File: config.mk
export PLATFORM = sky130hd
export DESIGN_NAME = artc_top
export DESIGN_NICKNAME = d
export VERILOG_FILES = /design/src/logic/artc_pkg.sv /design/src/logic/artc_top.sv
export VERILOG_INCLUDE_DIRS = /design/src /design/src/logic
export SDC_FILE = /design/constraint.sdc
export NUM_CORES = 1
export LEC_CHECK = 0
export BUFFER_PORTS_ARGS = -buffer_cell sky130_fd_sc_hd__buf_2
export CORE_MARGIN = 5
export CORE_UTILIZATION = 40
export CTS_BUF_LIST = sky130_fd_sc_hd__clkbuf_16
export DETAILED_ROUTE_END_ITERATION = 8
export PLACE_DENSITY = 0.71
export SYNTH_ARGS = -nofsm -noshare
export SYNTH_HDL_FRONTEND = slang
export SYNTH_SLANG_ARGS = --single-unit
File: constraint.sdc
create_clock -name clk_in -period 6.2 [get_ports clk_in]
set_clock_uncertainty 0.05 [all_clocks]
set_input_delay 0.31 -clock clk_in [delete_from_list [all_inputs] [get_ports clk_in]]
set_output_delay 0.31 -clock clk_in [all_outputs]
set_load 0.02 [all_outputs]
File: src/logic/artc_params.svh
// constants for the adc result block transfer block
// assumes inclusion by the design file and by the bench package side
`ifndef ARTC_PARAMS_SVH
`define ARTC_PARAMS_SVH
// -----------------------------------------------------------------
// register byte addresses
// -----------------------------------------------------------------
`define ARTC_OFS_RESULT   8'h00
`define ARTC_OFS_CTRL     8'h04
`define ARTC_OFS_COUNT    8'h08
`define ARTC_OFS_START    8'h0C
`define ARTC_OFS_FORMAT   8'h10
`define ARTC_OFS_STATUS   8'h14
`define ARTC_OFS_CLEAR    8'h18
`define ARTC_OFS_ENABLE   8'h1C
// -----------------------------------------------------------------
// field positions
// -----------------------------------------------------------------
`define ARTC_CTRL_TB      3
`define ARTC_CTRL_CT      2
`define ARTC_CTRL_B1      1
`define ARTC_CTRL_FETCH   0
`define ARTC_CTRL_WMASK   8'h0D
`define ARTC_SA_MASK      16'hFFFE
`define ARTC_IRQ_BITS     2
`define ARTC_IRQ_BLOCK    0
`define ARTC_IRQ_DONE     1
// -----------------------------------------------------------------
// axi responses
// -----------------------------------------------------------------
`define ARTC_RESP_OKAY    2'h0
`define ARTC_RESP_SLVERR  2'h2
`endif

File: src/logic/artc_pkg.sv
// types for the adc result block transfer block
// assumes the params header is included alongside
package artc_pkg;
   // transfer controller states
   typedef enum logic [1:0] {ARTC_IDLE, ARTC_WAIT, ARTC_WRITE} artc_state_t;
endpackage

File: src/logic/artc_top.sv
// adc result formatter and block transfer controller with axi4-lite registers
// assumes results arrive as one-cycle strobes and memory accepts writes by handshake
//
// Contract
// RULE_01 - unsigned result right aligned, top zero
// RULE_02 - signed result left aligned, low zero
// RULE_03 - control bits seven to four read zero
// RULE_04 - single mode stops after one/two blocks
// RULE_05 - continuous runs until cleared or restarted; in ARTC_WRITE a clear acts as single mode and a restart is lost
// RULE_06 - block one flag shows last filled block
// RULE_07 - software keeps fetch control bit cleared
// RULE_08 - count sets transfers, zero disables controller
// RULE_09 - start address write initiates transfers
// RULE_10 - start address bit zero reads zero
// RULE_11 - done flag set per block, not result
// RULE_12 - format bit picks unsigned or signed
// RULE_13 - word at start plus twice index
// RULE_14 - continuous wraps to start after last block
//
// The AXI4-Lite interface to the registers and the register offsets were decided locally.
`timescale 1ns/10ps
`include "artc_params.svh"
module artc_top
   import artc_pkg::*;
(
   input  wire logic        clk_in,          // 100 MHz module clock
   input  wire logic        rst_b_in,        // async active-low reset
   input  wire logic        s_awvalid_in,
   output logic             s_awready_out,
   input  wire logic [7:0]  s_awaddr_in,
   input  wire logic        s_wvalid_in,
   output logic             s_wready_out,
   input  wire logic [31:0] s_wdata_in,
   input  wire logic [3:0]  s_wstrb_in,
   output logic             s_bvalid_out,
   input  wire logic        s_bready_in,
   output logic [1:0]       s_bresp_out,
   input  wire logic        s_arvalid_in,
   output logic             s_arready_out,
   input  wire logic [7:0]  s_araddr_in,
   output logic             s_rvalid_out,
   input  wire logic        s_rready_in,
   output logic [31:0]      s_rdata_out,
   output logic [1:0]       s_rresp_out,
   input  wire logic        result_valid_in, // one-cycle pulse with a new result
   input  wire logic [9:0]  result_data_in,  // raw 10-bit conversion
   output logic             mem_valid_out,   // memory write request
   input  wire logic        mem_ready_in,    // memory accepts write
   output logic [15:0]      mem_addr_out,    // byte address of the word
   output logic [15:0]      mem_data_out,    // formatted result word
   output logic             irq_out          // level interrupt
);
   // -----------------------------------------------------------------
   // reset synchroniser
   // -----------------------------------------------------------------
   logic rst_meta; // first stage, read only by rst_sync
   logic rst_sync; // released reset used everywhere
   // release through two flops so deassertion is clean
   always_ff @(posedge clk_in or negedge rst_b_in)
   begin
      if (!rst_b_in)
      begin
         rst_meta <= 1'b0;
         rst_sync <= 1'b0;
      end
      else
      begin
         rst_meta <= 1'b1;
         rst_sync <= rst_meta;
      end
   end
   // -----------------------------------------------------------------
   // state declarations
   // -----------------------------------------------------------------
   logic [15:0]  result_word, next_result_word;   // formatted result
   logic [3:0]   ctrl_bits, next_ctrl_bits;       // tb, ct, b1, fetch
   logic [7:0]   count, next_count;               // transfers per block
   logic [15:0]  start_addr, next_start_addr;     // word-aligned start
   logic         fmt_signed, next_fmt_signed;     // format select
   logic [1:0]   irq_status, next_irq_status;     // sticky events
   logic [1:0]   irq_enable, next_irq_enable;     // event enables
   logic         done_flag, next_done_flag;       // completion flag
   artc_state_t  state, next_state;               // controller state
   logic [7:0]   xfer_idx, next_xfer_idx;         // index in block
   logic         second_blk, next_second_blk;     // in block 2
   logic [15:0]  mem_addr, next_mem_addr;         // pending address
   logic [15:0]  mem_data, next_mem_data;         // pending data
   // axi slave state
   logic         aw_held, next_aw_held;
   logic         w_held, next_w_held;
   logic [7:0]   aw_addr, next_aw_addr;
   logic [31:0]  w_data, next_w_data;
   logic [3:0]   w_strb, next_w_strb;
   logic         bvalid, next_bvalid;
   logic [1:0]   bresp, next_bresp;
   logic         rvalid, next_rvalid;
   logic [31:0]  rdata, next_rdata;
   logic [1:0]   rresp, next_rresp;
   // -----------------------------------------------------------------
   // combinational decode
   // -----------------------------------------------------------------
   logic         wr_fire;  // both write halves present, response free
   logic         sa_write; // software wrote the start address
   logic         blk_end;  // a block's last write is accepted
   logic [15:0]  fmt_word; // incoming result in chosen layout
   logic [31:0]  rd_mux;   // read data selection
   logic         rd_ok;    // read address is mapped
   // writable control bits; block-one is hardware-owned, so software cannot fake it
   localparam logic [3:0] ctrl_wmask = 4'(`ARTC_CTRL_WMASK);
   assign s_awready_out = !aw_held;
   assign s_wready_out  = !w_held;
   assign s_arready_out = !rvalid;
   assign wr_fire  = aw_held && w_held && !bvalid;
   assign sa_write = wr_fire && (aw_addr == `ARTC_OFS_START) && (w_strb[1:0] != 2'h0);
   assign blk_end  = (state == ARTC_WRITE) && mem_ready_in && (xfer_idx == count - 8'h01);
   // format the incoming conversion
   always_comb
   begin
      // RULE_12 format select
      if (fmt_signed)
         // RULE_02 left aligned signed
         fmt_word = {result_data_in, 6'h00};
      else
         // RULE_01 right aligned unsigned
         fmt_word = {6'h00, result_data_in};
   end
   // read multiplexer, unmapped answers slverr
   always_comb
   begin
      rd_mux = 32'h0000_0000;
      rd_ok  = 1'b1;
      case (s_araddr_in)
         `ARTC_OFS_RESULT: rd_mux = {16'h0000, result_word};
         // RULE_03 reserved bits zero
         `ARTC_OFS_CTRL:   rd_mux = {28'h000_0000, ctrl_bits};
         `ARTC_OFS_COUNT:  rd_mux = {24'h00_0000, count};
         // RULE_10 bit zero reads zero
         `ARTC_OFS_START:  rd_mux = {16'h0000, start_addr & `ARTC_SA_MASK};
         `ARTC_OFS_FORMAT: rd_mux = {30'h0000_0000, done_flag, fmt_signed};
         `ARTC_OFS_STATUS: rd_mux = {30'h0000_0000, irq_status};
         `ARTC_OFS_ENABLE: rd_mux = {30'h0000_0000, irq_enable};
         `ARTC_OFS_CLEAR:  rd_mux = 32'h0000_0000;
         default:          rd_ok  = 1'b0;
      endcase
   end
   // -----------------------------------------------------------------
   // bus slave next state
   // -----------------------------------------------------------------
   always_comb
   begin
      next_aw_held = aw_held;
      next_w_held  = w_held;
      next_aw_addr = aw_addr;
      next_w_data  = w_data;
      next_w_strb  = w_strb;
      next_bvalid  = bvalid;
      next_bresp   = bresp;
      next_rvalid  = rvalid;
      next_rdata   = rdata;
      next_rresp   = rresp;
      // capture each write half in either order
      if (s_awvalid_in && !aw_held)
      begin
         next_aw_held = 1'b1;
         next_aw_addr = s_awaddr_in;
      end
      if (s_wvalid_in && !w_held)
      begin
         next_w_held = 1'b1;
         next_w_data = s_wdata_in;
         next_w_strb = s_wstrb_in;
      end
      if (wr_fire)
      begin
         next_aw_held = 1'b0;
         next_w_held  = 1'b0;
         next_bvalid  = 1'b1;
         next_bresp   = (aw_addr[7:5] == 3'h0) ? `ARTC_RESP_OKAY : `ARTC_RESP_SLVERR;
      end
      else if (bvalid && s_bready_in)
         next_bvalid = 1'b0;
      // reads answer one cycle after the address
      if (s_arvalid_in && !rvalid)
      begin
         next_rvalid = 1'b1;
         next_rdata  = rd_mux;
         next_rresp  = rd_ok ? `ARTC_RESP_OKAY : `ARTC_RESP_SLVERR;
      end
      else if (rvalid && s_rready_in)
         next_rvalid = 1'b0;
   end
   // -----------------------------------------------------------------
   // registers and transfer controller next state
   // -----------------------------------------------------------------
   always_comb
   begin
      next_result_word = result_word;
      next_ctrl_bits   = ctrl_bits;
      next_count       = count;
      next_start_addr  = start_addr;
      next_fmt_signed  = fmt_signed;
      next_irq_status  = irq_status;
      next_irq_enable  = irq_enable;
      next_done_flag   = done_flag;
      next_state       = state;
      next_xfer_idx    = xfer_idx;
      next_second_blk  = second_blk;
      next_mem_addr    = mem_addr;
      next_mem_data    = mem_data;
      if (result_valid_in)
         next_result_word = fmt_word;
      // software writes, low byte lane; the start address takes either of the two low lanes
      if (wr_fire && w_strb[0])
      begin
         case (aw_addr)
            `ARTC_OFS_CTRL:
               // RULE_07 fetch bit stored only
               next_ctrl_bits = (ctrl_bits & ~ctrl_wmask)
                              | (w_data[3:0] & ctrl_wmask);
            `ARTC_OFS_COUNT:  next_count      = w_data[7:0];
            `ARTC_OFS_FORMAT:
            begin
               next_fmt_signed = w_data[0];
               next_done_flag  = w_data[1];
            end
            `ARTC_OFS_CLEAR:  next_irq_status = irq_status & ~w_data[1:0];
            `ARTC_OFS_ENABLE: next_irq_enable = w_data[1:0];
            default:          next_ctrl_bits  = next_ctrl_bits;
         endcase
      end
      if (sa_write)
         next_start_addr = {w_data[15:8], w_data[7:1], 1'b0};
      // controller sequence
      case (state)
         ARTC_IDLE:
         begin
            // RULE_09 start on address write
            if (sa_write)
            begin
               next_state      = ARTC_WAIT;
               next_xfer_idx   = 8'h00;
               next_second_blk = 1'b0;
            end
         end
         ARTC_WAIT:
         begin
            // RULE_08 zero count disables
            if (count == 8'h00)
               next_state = ARTC_IDLE;
            else if (result_valid_in)
            begin
               next_state    = ARTC_WRITE;
               next_mem_data = fmt_word;
               // RULE_13 start plus twice index
               next_mem_addr = start_addr
                  + {7'h00, second_blk ? count : 8'h00, 1'b0}
                  + {7'h00, xfer_idx, 1'b0};
            end
         end
         ARTC_WRITE:
         begin
            if (mem_ready_in)
            begin
               next_state    = ARTC_WAIT;
               next_xfer_idx = xfer_idx + 8'h01;
               if (blk_end)
               begin
                  next_xfer_idx = 8'h00;
                  // RULE_11 flag per block
                  next_done_flag = 1'b1;
                  // RULE_06 block one flag
                  next_ctrl_bits[`ARTC_CTRL_B1] = !second_blk;
                  if (ctrl_bits[`ARTC_CTRL_TB] && !second_blk)
                     next_second_blk = 1'b1;
                  else
                  begin
                     // RULE_14 wrap to start
                     next_second_blk = 1'b0;
                     // RULE_04 single mode stops
                     if (!ctrl_bits[`ARTC_CTRL_CT])
                        next_state = ARTC_IDLE;
                  end
               end
            end
         end
         default: next_state = ARTC_IDLE;
      endcase
      // RULE_05 continuous cleared stops
      if (ctrl_bits[`ARTC_CTRL_CT] && !next_ctrl_bits[`ARTC_CTRL_CT] && state != ARTC_WRITE)
         next_state = ARTC_IDLE;
      // RULE_05 restart on address write
      if (sa_write && state != ARTC_IDLE && state != ARTC_WRITE)
      begin
         next_state      = ARTC_WAIT;
         next_xfer_idx   = 8'h00;
         next_second_blk = 1'b0;
      end
      // sticky events, set wins over clear
      if (blk_end)
         next_irq_status[`ARTC_IRQ_BLOCK] = 1'b1;
      if (blk_end && !ctrl_bits[`ARTC_CTRL_CT] && (second_blk || !ctrl_bits[`ARTC_CTRL_TB]))
         next_irq_status[`ARTC_IRQ_DONE] = 1'b1;
   end
   // -----------------------------------------------------------------
   // registering
   // -----------------------------------------------------------------
   always_ff @(posedge clk_in or negedge rst_sync)
   begin
      if (!rst_sync)
      begin
         result_word <= 16'h0000;
         ctrl_bits   <= 4'h0;
         count       <= 8'h00;
         start_addr  <= 16'h0000;
         fmt_signed  <= 1'b0;
         irq_status  <= 2'h0;
         irq_enable  <= 2'h0;
         done_flag   <= 1'b0;
         state       <= ARTC_IDLE;
         xfer_idx    <= 8'h00;
         second_blk  <= 1'b0;
         mem_addr    <= 16'h0000;
         mem_data    <= 16'h0000;
         aw_held     <= 1'b0;
         w_held      <= 1'b0;
         aw_addr     <= 8'h00;
         w_data      <= 32'h0000_0000;
         w_strb      <= 4'h0;
         bvalid      <= 1'b0;
         bresp       <= 2'h0;
         rvalid      <= 1'b0;
         rdata       <= 32'h0000_0000;
         rresp       <= 2'h0;
      end
      else
      begin
         result_word <= next_result_word;
         ctrl_bits   <= next_ctrl_bits;
         count       <= next_count;
         start_addr  <= next_start_addr;
         fmt_signed  <= next_fmt_signed;
         irq_status  <= next_irq_status;
         irq_enable  <= next_irq_enable;
         done_flag   <= next_done_flag;
         state       <= next_state;
         xfer_idx    <= next_xfer_idx;
         second_blk  <= next_second_blk;
         mem_addr    <= next_mem_addr;
         mem_data    <= next_mem_data;
         aw_held     <= next_aw_held;
         w_held      <= next_w_held;
         aw_addr     <= next_aw_addr;
         w_data      <= next_w_data;
         w_strb      <= next_w_strb;
         bvalid      <= next_bvalid;
         bresp       <= next_bresp;
         rvalid      <= next_rvalid;
         rdata       <= next_rdata;
         rresp       <= next_rresp;
      end
   end
   // -----------------------------------------------------------------
   // outputs
   // -----------------------------------------------------------------
   assign s_bvalid_out  = bvalid;
   assign s_bresp_out   = bresp;
   assign s_rvalid_out  = rvalid;
   assign s_rdata_out   = rdata;
   assign s_rresp_out   = rresp;
   assign mem_valid_out = (state == ARTC_WRITE);
   assign mem_addr_out  = mem_addr;
   assign mem_data_out  = mem_data;
   assign irq_out       = |(irq_status & irq_enable);
endmodule

==> results.cfg, run 1 <==
[synthesis]
postSynthCellCount = 639
synth-edff-count = 0
ys_ff_latch = 141
synth_warnings = 0
synth_top_area_share = 0.5070
syn-cell-area_um2 = 6959
ys_top_cells_by_count = dfrtp_1 (141), nand2_1 (69), o21ai_0 (58)
synth_area_leaders = dfrtp_1 (51%), mux2_2 (9.2%), o21ai_0 (4.2%)
synth_cell_types = 62
ys.flop_type = dfrtp_1
ys_seq_area_frac = 0.5070
syn_area_per_cell_um2 = 10.89
synth_largest_area_cell = dfrtp_1
yosysMostFrequentCell = dfrtp_1
async_reset_ff_frac = 1.000

[worst_setup_path]
required_ns = 6.42
crit_slowest_cell = fa_1
crit_path_max_fanout = 8
reg2reg_depth = 13
worstSetupStartpointType = flip-flop
slowest_delay_ns = 0.49
arrival_ns = 3.40
crit_path_frequent_cell = o21ai_0
crit_chain = inv_1 > nor2_1 > fa_1 > ha_1 > inv_1 > fa_1 > nor2b_1 > o21ai_0 > a21oi_1 > o21ai_0 > a211oi_1 > xnor2_1 > o21ai_0
end_kind = flip-flop
critPathKind = reg2reg

[detailed_routing]
drtIter0Drc = 404
drtPass1Iterations = 5
via_per_inst = 5.176
ant_nets = 0
routed_wl_um = 16470
wl_per_cell_um = 16.80
drcViolationCount = 0
via_count = 5072

[timing]
final-setup-viol-count = 0
worst_slew_pin_slew_ns = 0.9982
period_share = 0.5126
setup_ws_ns = 3.022
finalCriticalPeriod_ns = 3.178
finalHoldViolCount = 0
max-slew-margin-rel = 0.3315
rsz0062_at_grt = no
fmax_mhz = 314.6
slew_viol_final = 0
tns_ns = 0

[clock_network]
cts-buffers-inserted = 17
ctsLongestPathBuffers = 2
cts_tree = done
clock_latency_ns = 0.42
clock_sinks = 141
clk_pin_slew_ns = 0.06
cts_max_level = 4
post_cts_resize_count = 0
clockRootBuffer = clkbuf_16

[hold_path]
hold_class = in2reg
hold_depth = 2

[power_and_ir_drop]
power_density_nw_per_um2 = 358.6
vdd_drop_max_uv = 196.3
finalPower_mw = 2.946
p_leak_nw = 3.910

[floorplan]
start_util = 0.4052
die-area_um2 = 20140
io_pins = 146
core_um2 = 17180
num_rows = 48
fp.dieW_um = 141.9
die_h_um = 141.9

[finish]
nNetsFinal = 834
drive_gt1_frac = 0.2795
post-route-cell-area_um2 = 8215
area_growth_pct = 18.05
diodes = 0

[global_routing]
grtUsageTotal = 0.1666
grt_pass1_wl_um = 26340
grt_pass1_vias = 4911
overflow = 0
antenna_found_initial = 0
grt_max_degree = 79

[placement]
gp_congestion = 0.8236
dpl-instance-area_um2 = 7640
pre_cts_slack_ns = 2.965
port_buffers = 108
dp_hpwl_um = 11860

[run_status]
status = complete, no violations

[run]
drv_cap = 0
-- worst paths after layout --
kind                                  start               end  slack (ns)
max in group asynchronous          rst_sync   mem_addr_out[7]        4.25
worst min register to register     rst_meta          rst_sync        0.30
worst max register to register   second_blk  mem_addr_out[12]        3.02
min in group asynchronous          rst_b_in          rst_sync        0.14
worst min-delay path            s_rready_in      s_rvalid_out        0.01
worst max-delay path             second_blk  mem_addr_out[12]        3.02
-- worst max-delay path, delay by kind of cell (launching register included) --
family	cells	cell delay, ns
AOI/OAI and AO/OA	5	0.87
DFF	1	0.45
and+or+nand+nor	2	0.22
buffers and inverters	2	0.25
adders and majority gates	3	1.06
xor gates and xnor gates	1	0.14
-- registers in the layout, summed over array words and instances (netlist names), 2 cells and up --
register	count
mem_data_out	16
result_word	16
s_rdata_out	16
w_data	16
mem_addr_out	15
start_addr	15
aw_addr	8
count	8
xfer_idx	8
ctrl_bits	4
irq_enable	2
irq_status	2
state	2
w_strb	2
-- per-layer routing --
metal / routed length [um] / vias to the layer above / track usage
met4: 403 / 0 / 0.06667
met5: 0 / - / 0
li1: - / 2416 / -
met3: 1171 / 26 / 0.03707
met1: 7286 / 2456 / 0.2326
met2: 7606 / 174 / 0.2534
-- placed cells by master, fill, tap and decap left out, types with 5 or more instances in the layout --
cell / count
xnor2_1: 15
nor3_1: 5
nand2b_1: 8
buf_4: 5
nand2_1: 69
nor2b_1: 7
a21o_1: 6
conb_1: 20
dfrtp_1: 140
and3_1: 5
nand3_1: 15
o21ai_0: 58
clkbuf_16: 17
nor2_1: 24
and2_1: 9
ha_1: 11
a21oi_1: 17
a22oi_1: 8
mux2_2: 57
nand4b_1: 7
xor2_1: 6
mux2i_1: 15
inv_1: 31
clkinvlp_4: 5
fa_1: 9
a222oi_1: 6
buf_2: 108
-- cell families after synthesis --
family	synth area share
AO/OA/AOI/OAI	0.1221
XOR/XNOR	0.02643
adder cells (fa/ha/maj)	0.04567
buffers and inverters	0.05430
flip-flops	0.5070
multiplexers	0.1138
other	0.001079
AND/OR/NAND/NOR	0.1296
-- power breakdown --
part / switching, mW / internal (mW)
sequential: 0.212 / 1.09
combinational: 0.330 / 0.355
clock: 0.381 / 0.581
total: 0.922 / 2.02
-- through the flow --
| stage | instances | utilization | hold slack [ns] |
|---|---|---|---|
| global placement | 947 | 0.4448 | 0.04667 |
| detailed placement | 947 | 0.4448 | 0.04561 |
| CTS | 980 | 0.4783 | 0.0005509 |
| global route | 980 | 0.4783 | 0.02738 |
| floorplan | 657 | - | -0.03559 |
| finish | 980 | 0.4783 | 0.01278 |
-- cell type report --
type	count	area, um^2
timing repair buffer	115	598.1
tap	225	281.5
clock inverter	14	130.1
fill	1624	8961
sequential	141	3532
clock buffer	17	425.4
inverter	30	112.6
multi-input combinational	438	3136
-- repair_timing --
action	in CTS	in global routing
setup buffers	0	0
hold buffers	2	0
hold endpoints to repair	3	0
Power figures use the tool's default switching activity.
==> run 2, diff against run 1 <==
==> constraint.sdc (replaced) <==
create_clock -name clk_in -period 3.1 [get_ports clk_in]
set_clock_uncertainty 0.05 [all_clocks]
set_input_delay 0.155 -clock clk_in [delete_from_list [all_inputs] [get_ports clk_in]]
set_output_delay 0.155 -clock clk_in [all_outputs]
set_load 0.02 [all_outputs]
==> run 2 against run 1 <==
Against the previous run:
- total power grew 100%
- fmax grew 7.6%
- global-route usage rose by 0.97 points
- clock-buffer cell count unchanged
- core utilization increased by 3.0 points
- critical path type unchanged
==> results.cfg, run 2 (synthesis results as in run 1) <==
[floorplan]
die-area_um2 = 20140
core_um2 = 17180
start_util = 0.4052
io_pins = 146
die_h_um = 141.9
fp.dieW_um = 141.9
num_rows = 48

[placement]
dp_hpwl_um = 12610
gp_congestion = 0.8254
place_inst = 968
port_buffers = 108

[clock_network]
cts_max_level = 4
clock_sinks = 141
ctsLongestPathBuffers = 2
cts_setup_buffers = 0
clockRootBuffer = clkbuf_16
clk_pin_slew_ns = 0.06
cts-buffers-inserted = 17
cts_tree = done
clock_latency_ns = 0.42

[timing]
period_share = 0.9529
max-slew-margin-rel = 0.4631
finalHoldViolCount = 0
worst_slew_pin_slew_ns = 0.8054
final-setup-viol-count = 0
slew_viol_final = 0
fmax_mhz = 338.5
rsz0062_at_grt = no
tns_ns = 0
finalCriticalPeriod_ns = 2.954

[detailed_routing]
via_count = 5277
wl_per_cell_um = 16.56
drtIter0Drc = 329
met1_length_um = 7556
via_per_inst = 5.084
drtPass1Iterations = 6
top_layer_used = met4
drcViolationCount = 0
routed_wl_um = 17190
ant_nets = 0
wl_met2_um = 8080
wl_met3_um = 1219

[worst_setup_path]
crit_path_max_fanout = 8
arrival_ns = 3.24
required_ns = 3.38
end_kind = flip-flop
critPathKind = reg2reg
worstSetupStartpointType = flip-flop

[finish]
layout.cells.non_filler = 1038
nNetsFinal = 892
layout_common_cells = dfrtp_1 (139), buf_2 (108), nand2_1 (69)
diodes = 0
drive_gt1_frac = 0.2878
final_common_cell = dfrtp_1
area_growth_pct = 25.53

[global_routing]
grt_pass1_vias = 5303
grtUsageTotal = 0.1762
antenna_found_initial = 0
overflow = 0
grt_max_degree = 66
grt_pass1_wl_um = 27880

[power_and_ir_drop]
vdd_drop_max_uv = 494.4
p_leak_nw = 4.183
finalPower_mw = 5.957
power_density_nw_per_um2 = 681.9

[run_status]
status = complete, no violations

[run]
drv_cap = 0

[hold_path]
hold_class = in2reg
## run 2: repair_timing
action / CTS / global route
setup endpoints to repair: 0 / 7
gates resized for setup: 0 / 4
hold buffers: 39 / 0
hold endpoints to repair: 41 / 0
## run 2: routing by layer
layer | up-vias | GRT usage
li1 | 2519 | -
met1 | 2563 | 0.2396
met2 | 170 | 0.2781
met3 | 25 | 0.04853
met4 | 0 | 0.05152
met5 | - | 0
## run 2: final timing paths
check	cells past startpoint	end	slack [ns]	start
max	10	mem_addr_out[13]	0.15	second_blk
min	3	mem_data_out[0]	0.06	result_data_in[0]
max reg2reg	10	mem_addr_out[13]	0.15	second_blk
min reg2reg	0	s_rdata_out[5]	0.29	rst_sync
max in group asynchronous	1	second_blk	1.85	rst_sync
min in group asynchronous	0	s_rdata_out[5]	0.29	rst_sync
## run 2: area by class of cell
type / instances / area (um^2)
fillers: 1547 / 8441
flip-flops and latches: 141 / 3533
multi-input cells: 438 / 3138
repair buffers: 173 / 1139
clock buffers: 17 / 425.4
well taps: 225 / 281.5
inverters: 30 / 112.6
clock inverters: 14 / 106.4
## run 2: power breakdown
group / leakage, nW / internal, mW / switching, mW
clock: 0.268 / 1.08 / 0.755
sequential: 1.83 / 2.18 / 0.366
combinational: 2.09 / 0.800 / 0.777
## run 2: critical path, cell delays in order (launching register included)
cell      delay, ns
dfrtp_2        0.44
and2_1         0.18
fa_1           0.47
ha_1           0.31
a21o_1         0.16
a21o_1         0.21
a2111o_1       0.47
a31oi_4        0.22
nor3b_1        0.09
xnor2_1        0.12
o21ai_0        0.15
## run 2: through the flow
stage          hold slack [ns]  instance area [um^2]  utilization  setup WS [ns]
2_1_floorplan          -0.1906                  7028            -         0.2811
4_1_cts                0.04631                  8720       0.5076        0.01699
5_1_grt                0.06360                  8736       0.5086       0.006955
3_3_place_gp           -0.1025                  7797       0.4540        0.09793
3_5_place_dp           -0.1020                  7797       0.4540        0.04519
6_report               0.06131                  8736       0.5086         0.1460
==> run 3, diff against run 2 <==
--- a/config.mk
+++ b/config.mk
@@ -11,7 +11,7 @@
 export CORE_UTILIZATION = 40
 export CTS_BUF_LIST = sky130_fd_sc_hd__clkbuf_16
 export DETAILED_ROUTE_END_ITERATION = 8
-export PLACE_DENSITY = 0.71
+export PLACE_DENSITY = 0.74
 export SYNTH_ARGS = -nofsm -noshare
 export SYNTH_HDL_FRONTEND = slang
 export SYNTH_SLANG_ARGS = --single-unit
==> constraint.sdc (replaced) <==
create_clock -name clk_in -period 2.5 [get_ports clk_in]
set_clock_uncertainty 0.05 [all_clocks]
set_input_delay 0.125 -clock clk_in [delete_from_list [all_inputs] [get_ports clk_in]]
set_output_delay 0.125 -clock clk_in [all_outputs]
set_load 0.02 [all_outputs]
==> run 3 against run 2 <==
Against the previous run:
- first-iteration DRC count is 11% higher
- critical path type unchanged
- clock power grew 31%
- the flow now finishes with violations (setup timing)
- final cell count up 3.7%
==> results.cfg, run 3 (synthesis results as in run 1) <==
[floorplan]
start_util = 0.4052
io_pins = 146
fp.dieW_um = 141.9
die-area_um2 = 20140
die_h_um = 141.9
core_um2 = 17180
num_rows = 48

[worst_setup_path]
worstSetupStartpointType = flip-flop
slowest_delay_ns = 0.54
crit_slowest_cell = fa_1
reg2reg_slack_ns = -0.29
end_kind = flip-flop
required_ns = 2.75
crit_path_max_fanout = 6
critPathKind = reg2reg
crit_chain = buf_6 > and2_4 > fa_1 > ha_4 > a21o_1 > a2111o_1 > a31oi_4 > nor3b_1 > xnor2_1 > o21ai_0
arrival_ns = 3.04

[timing]
finalHoldViolCount = 0
worst_slew_pin_slew_ns = 0.6791
fmax_mhz = 357.9
rsz0062_at_grt = yes
final-setup-viol-count = 14
setup_ws_ns = -0.2942
finalCriticalPeriod_ns = 2.794
slew_viol_final = 0
period_share = 1.118
max-slew-margin-rel = 0.5464
tns_ns = -2.183

[power_and_ir_drop]
p_sw_mw = 2.568
power_frac_comb = 0.309
clkPwrFrac = 0.301
switching_share = 0.3211
p_int_mw = 5.430
vdd_drop_max_uv = 628.9
p_leak_nw = 4.407
seqPwrFrac = 0.390
power_density_nw_per_um2 = 869.2

[global_routing]
overflow = 0
grt_pass1_vias = 5525
antenna_found_initial = 0
grt_pass1_wl_um = 29540
grt_max_degree = 62
grtUsageTotal = 0.1873

[run]
drv_cap = 0

[finish]
diodes = 0
layout_common_cells = dfrtp_1 (139), buf_2 (108), nand2_1 (67)
final_util = 0.5357
final_common_cell = dfrtp_1
area_growth_pct = 32.22
drive_gt1_frac = 0.3467
nNetsFinal = 929

[detailed_routing]
routed_wl_um = 18550
drtPass1Iterations = 7
via_per_inst = 5.138
wl_per_cell_um = 17.24
via_count = 5528
drcViolationCount = 0
ant_nets = 0
drtIter0Drc = 364

[run_status]
violations = setup timing
status = complete, but fails checks

[placement]
dp_hpwl_um = 13240
gp_congestion = 0.8318
port_buffers = 108
pre_cts_slack_ns = -0.3015

[clock_network]
cts_max_level = 4
cts_tree = done
cts-buffers-inserted = 17
clock_sinks = 141
ctsLongestPathBuffers = 2
clock_latency_ns = 0.42
clk_pin_slew_ns = 0.06
clockRootBuffer = clkbuf_16

[hold_path]
hold_class = in2reg
## run 3: cell types whose count changed in the layout (fill, tap and decap cells not counted), moves of 4 or more
cell     change
o21ai_0      -7
o21ai_1      +4
inv_2        +4
buf_6        +5
buf_4       +30
## run 3: path summary, 6_finish.rpt
path,cells after the start,startpoint,end
min in group asynchronous,0,rst_sync,w_data[9]
worst max register to register,10,second_blk,mem_addr_out[13]
worst min-delay path,3,result_data_in[3],result_word[9]
worst min register to register,0,rst_sync,w_data[9]
max in group asynchronous,1,rst_sync,mem_addr_out[1]
worst max-delay path,10,second_blk,mem_addr_out[13]
## run 3: worst max-delay path: cells and delay by family (launching register included)
family | cells | cell delay [ns]
AOI/OAI and AO/OA | 4 | 0.93
xor gates and xnor gates | 1 | 0.14
adders and majority gates | 2 | 0.75
buffers and inverters | 1 | 0.14
DFF | 1 | 0.42
and+or+nand+nor | 2 | 0.24
## run 3: stage by stage
step / hold WS [ns] / cell area (um^2) / instances / power [mW]
final: 0.02214 / 9201 / 1076 / 7.998
after global routing: 0.02998 / 9201 / 1076 / 8.444
after CTS: 0.01409 / 9072 / 1069 / 7.901
after detailed placement: -0.1369 / 8061 / 995 / 5.321
after global placement: -0.1378 / 8061 / 995 / 5.241
after floorplan: -0.2206 / 7064 / 657 / 4.516
## run 3: power by group through the flow
stage / combinational (mW) / clock (mW) / sequential, mW
after floorplan: 1.44 / 0 / 3.07
after global placement: 2.11 / 0 / 3.13
after detailed placement: 2.17 / 0 / 3.15
after CTS: 2.33 / 2.46 / 3.12
after global routing: 2.70 / 2.57 / 3.17
final: 2.47 / 2.41 / 3.12
## run 3: final cells by class
cell class                 instances  area [um^2]
sequential                       141         3533
clock buffer                      17        425.4
timing repair buffer             210         1460
fill                            1509         7975
tap                              225        281.5
clock inverter                    15        132.6
inverter                          30        115.1
multi-input combinational        438         3253
## run 3: metal layers
metal,GRT usage,vias to the layer above,share of wire
met1,0.2517,2714,0.43
met4,0.05152,0,0.018
met5,0,-,0
met2,0.3010,188,0.49
met3,0.05089,28,0.067
li1,-,2598,-
## run 3: timing repair
item	in CTS	in global routing
setup endpoints to repair	20	23
buffers inserted	3	9
pin swaps	5	24
endpoints found under the hold margin	44	0
hold buffers	39	0
resized for setup	7	27
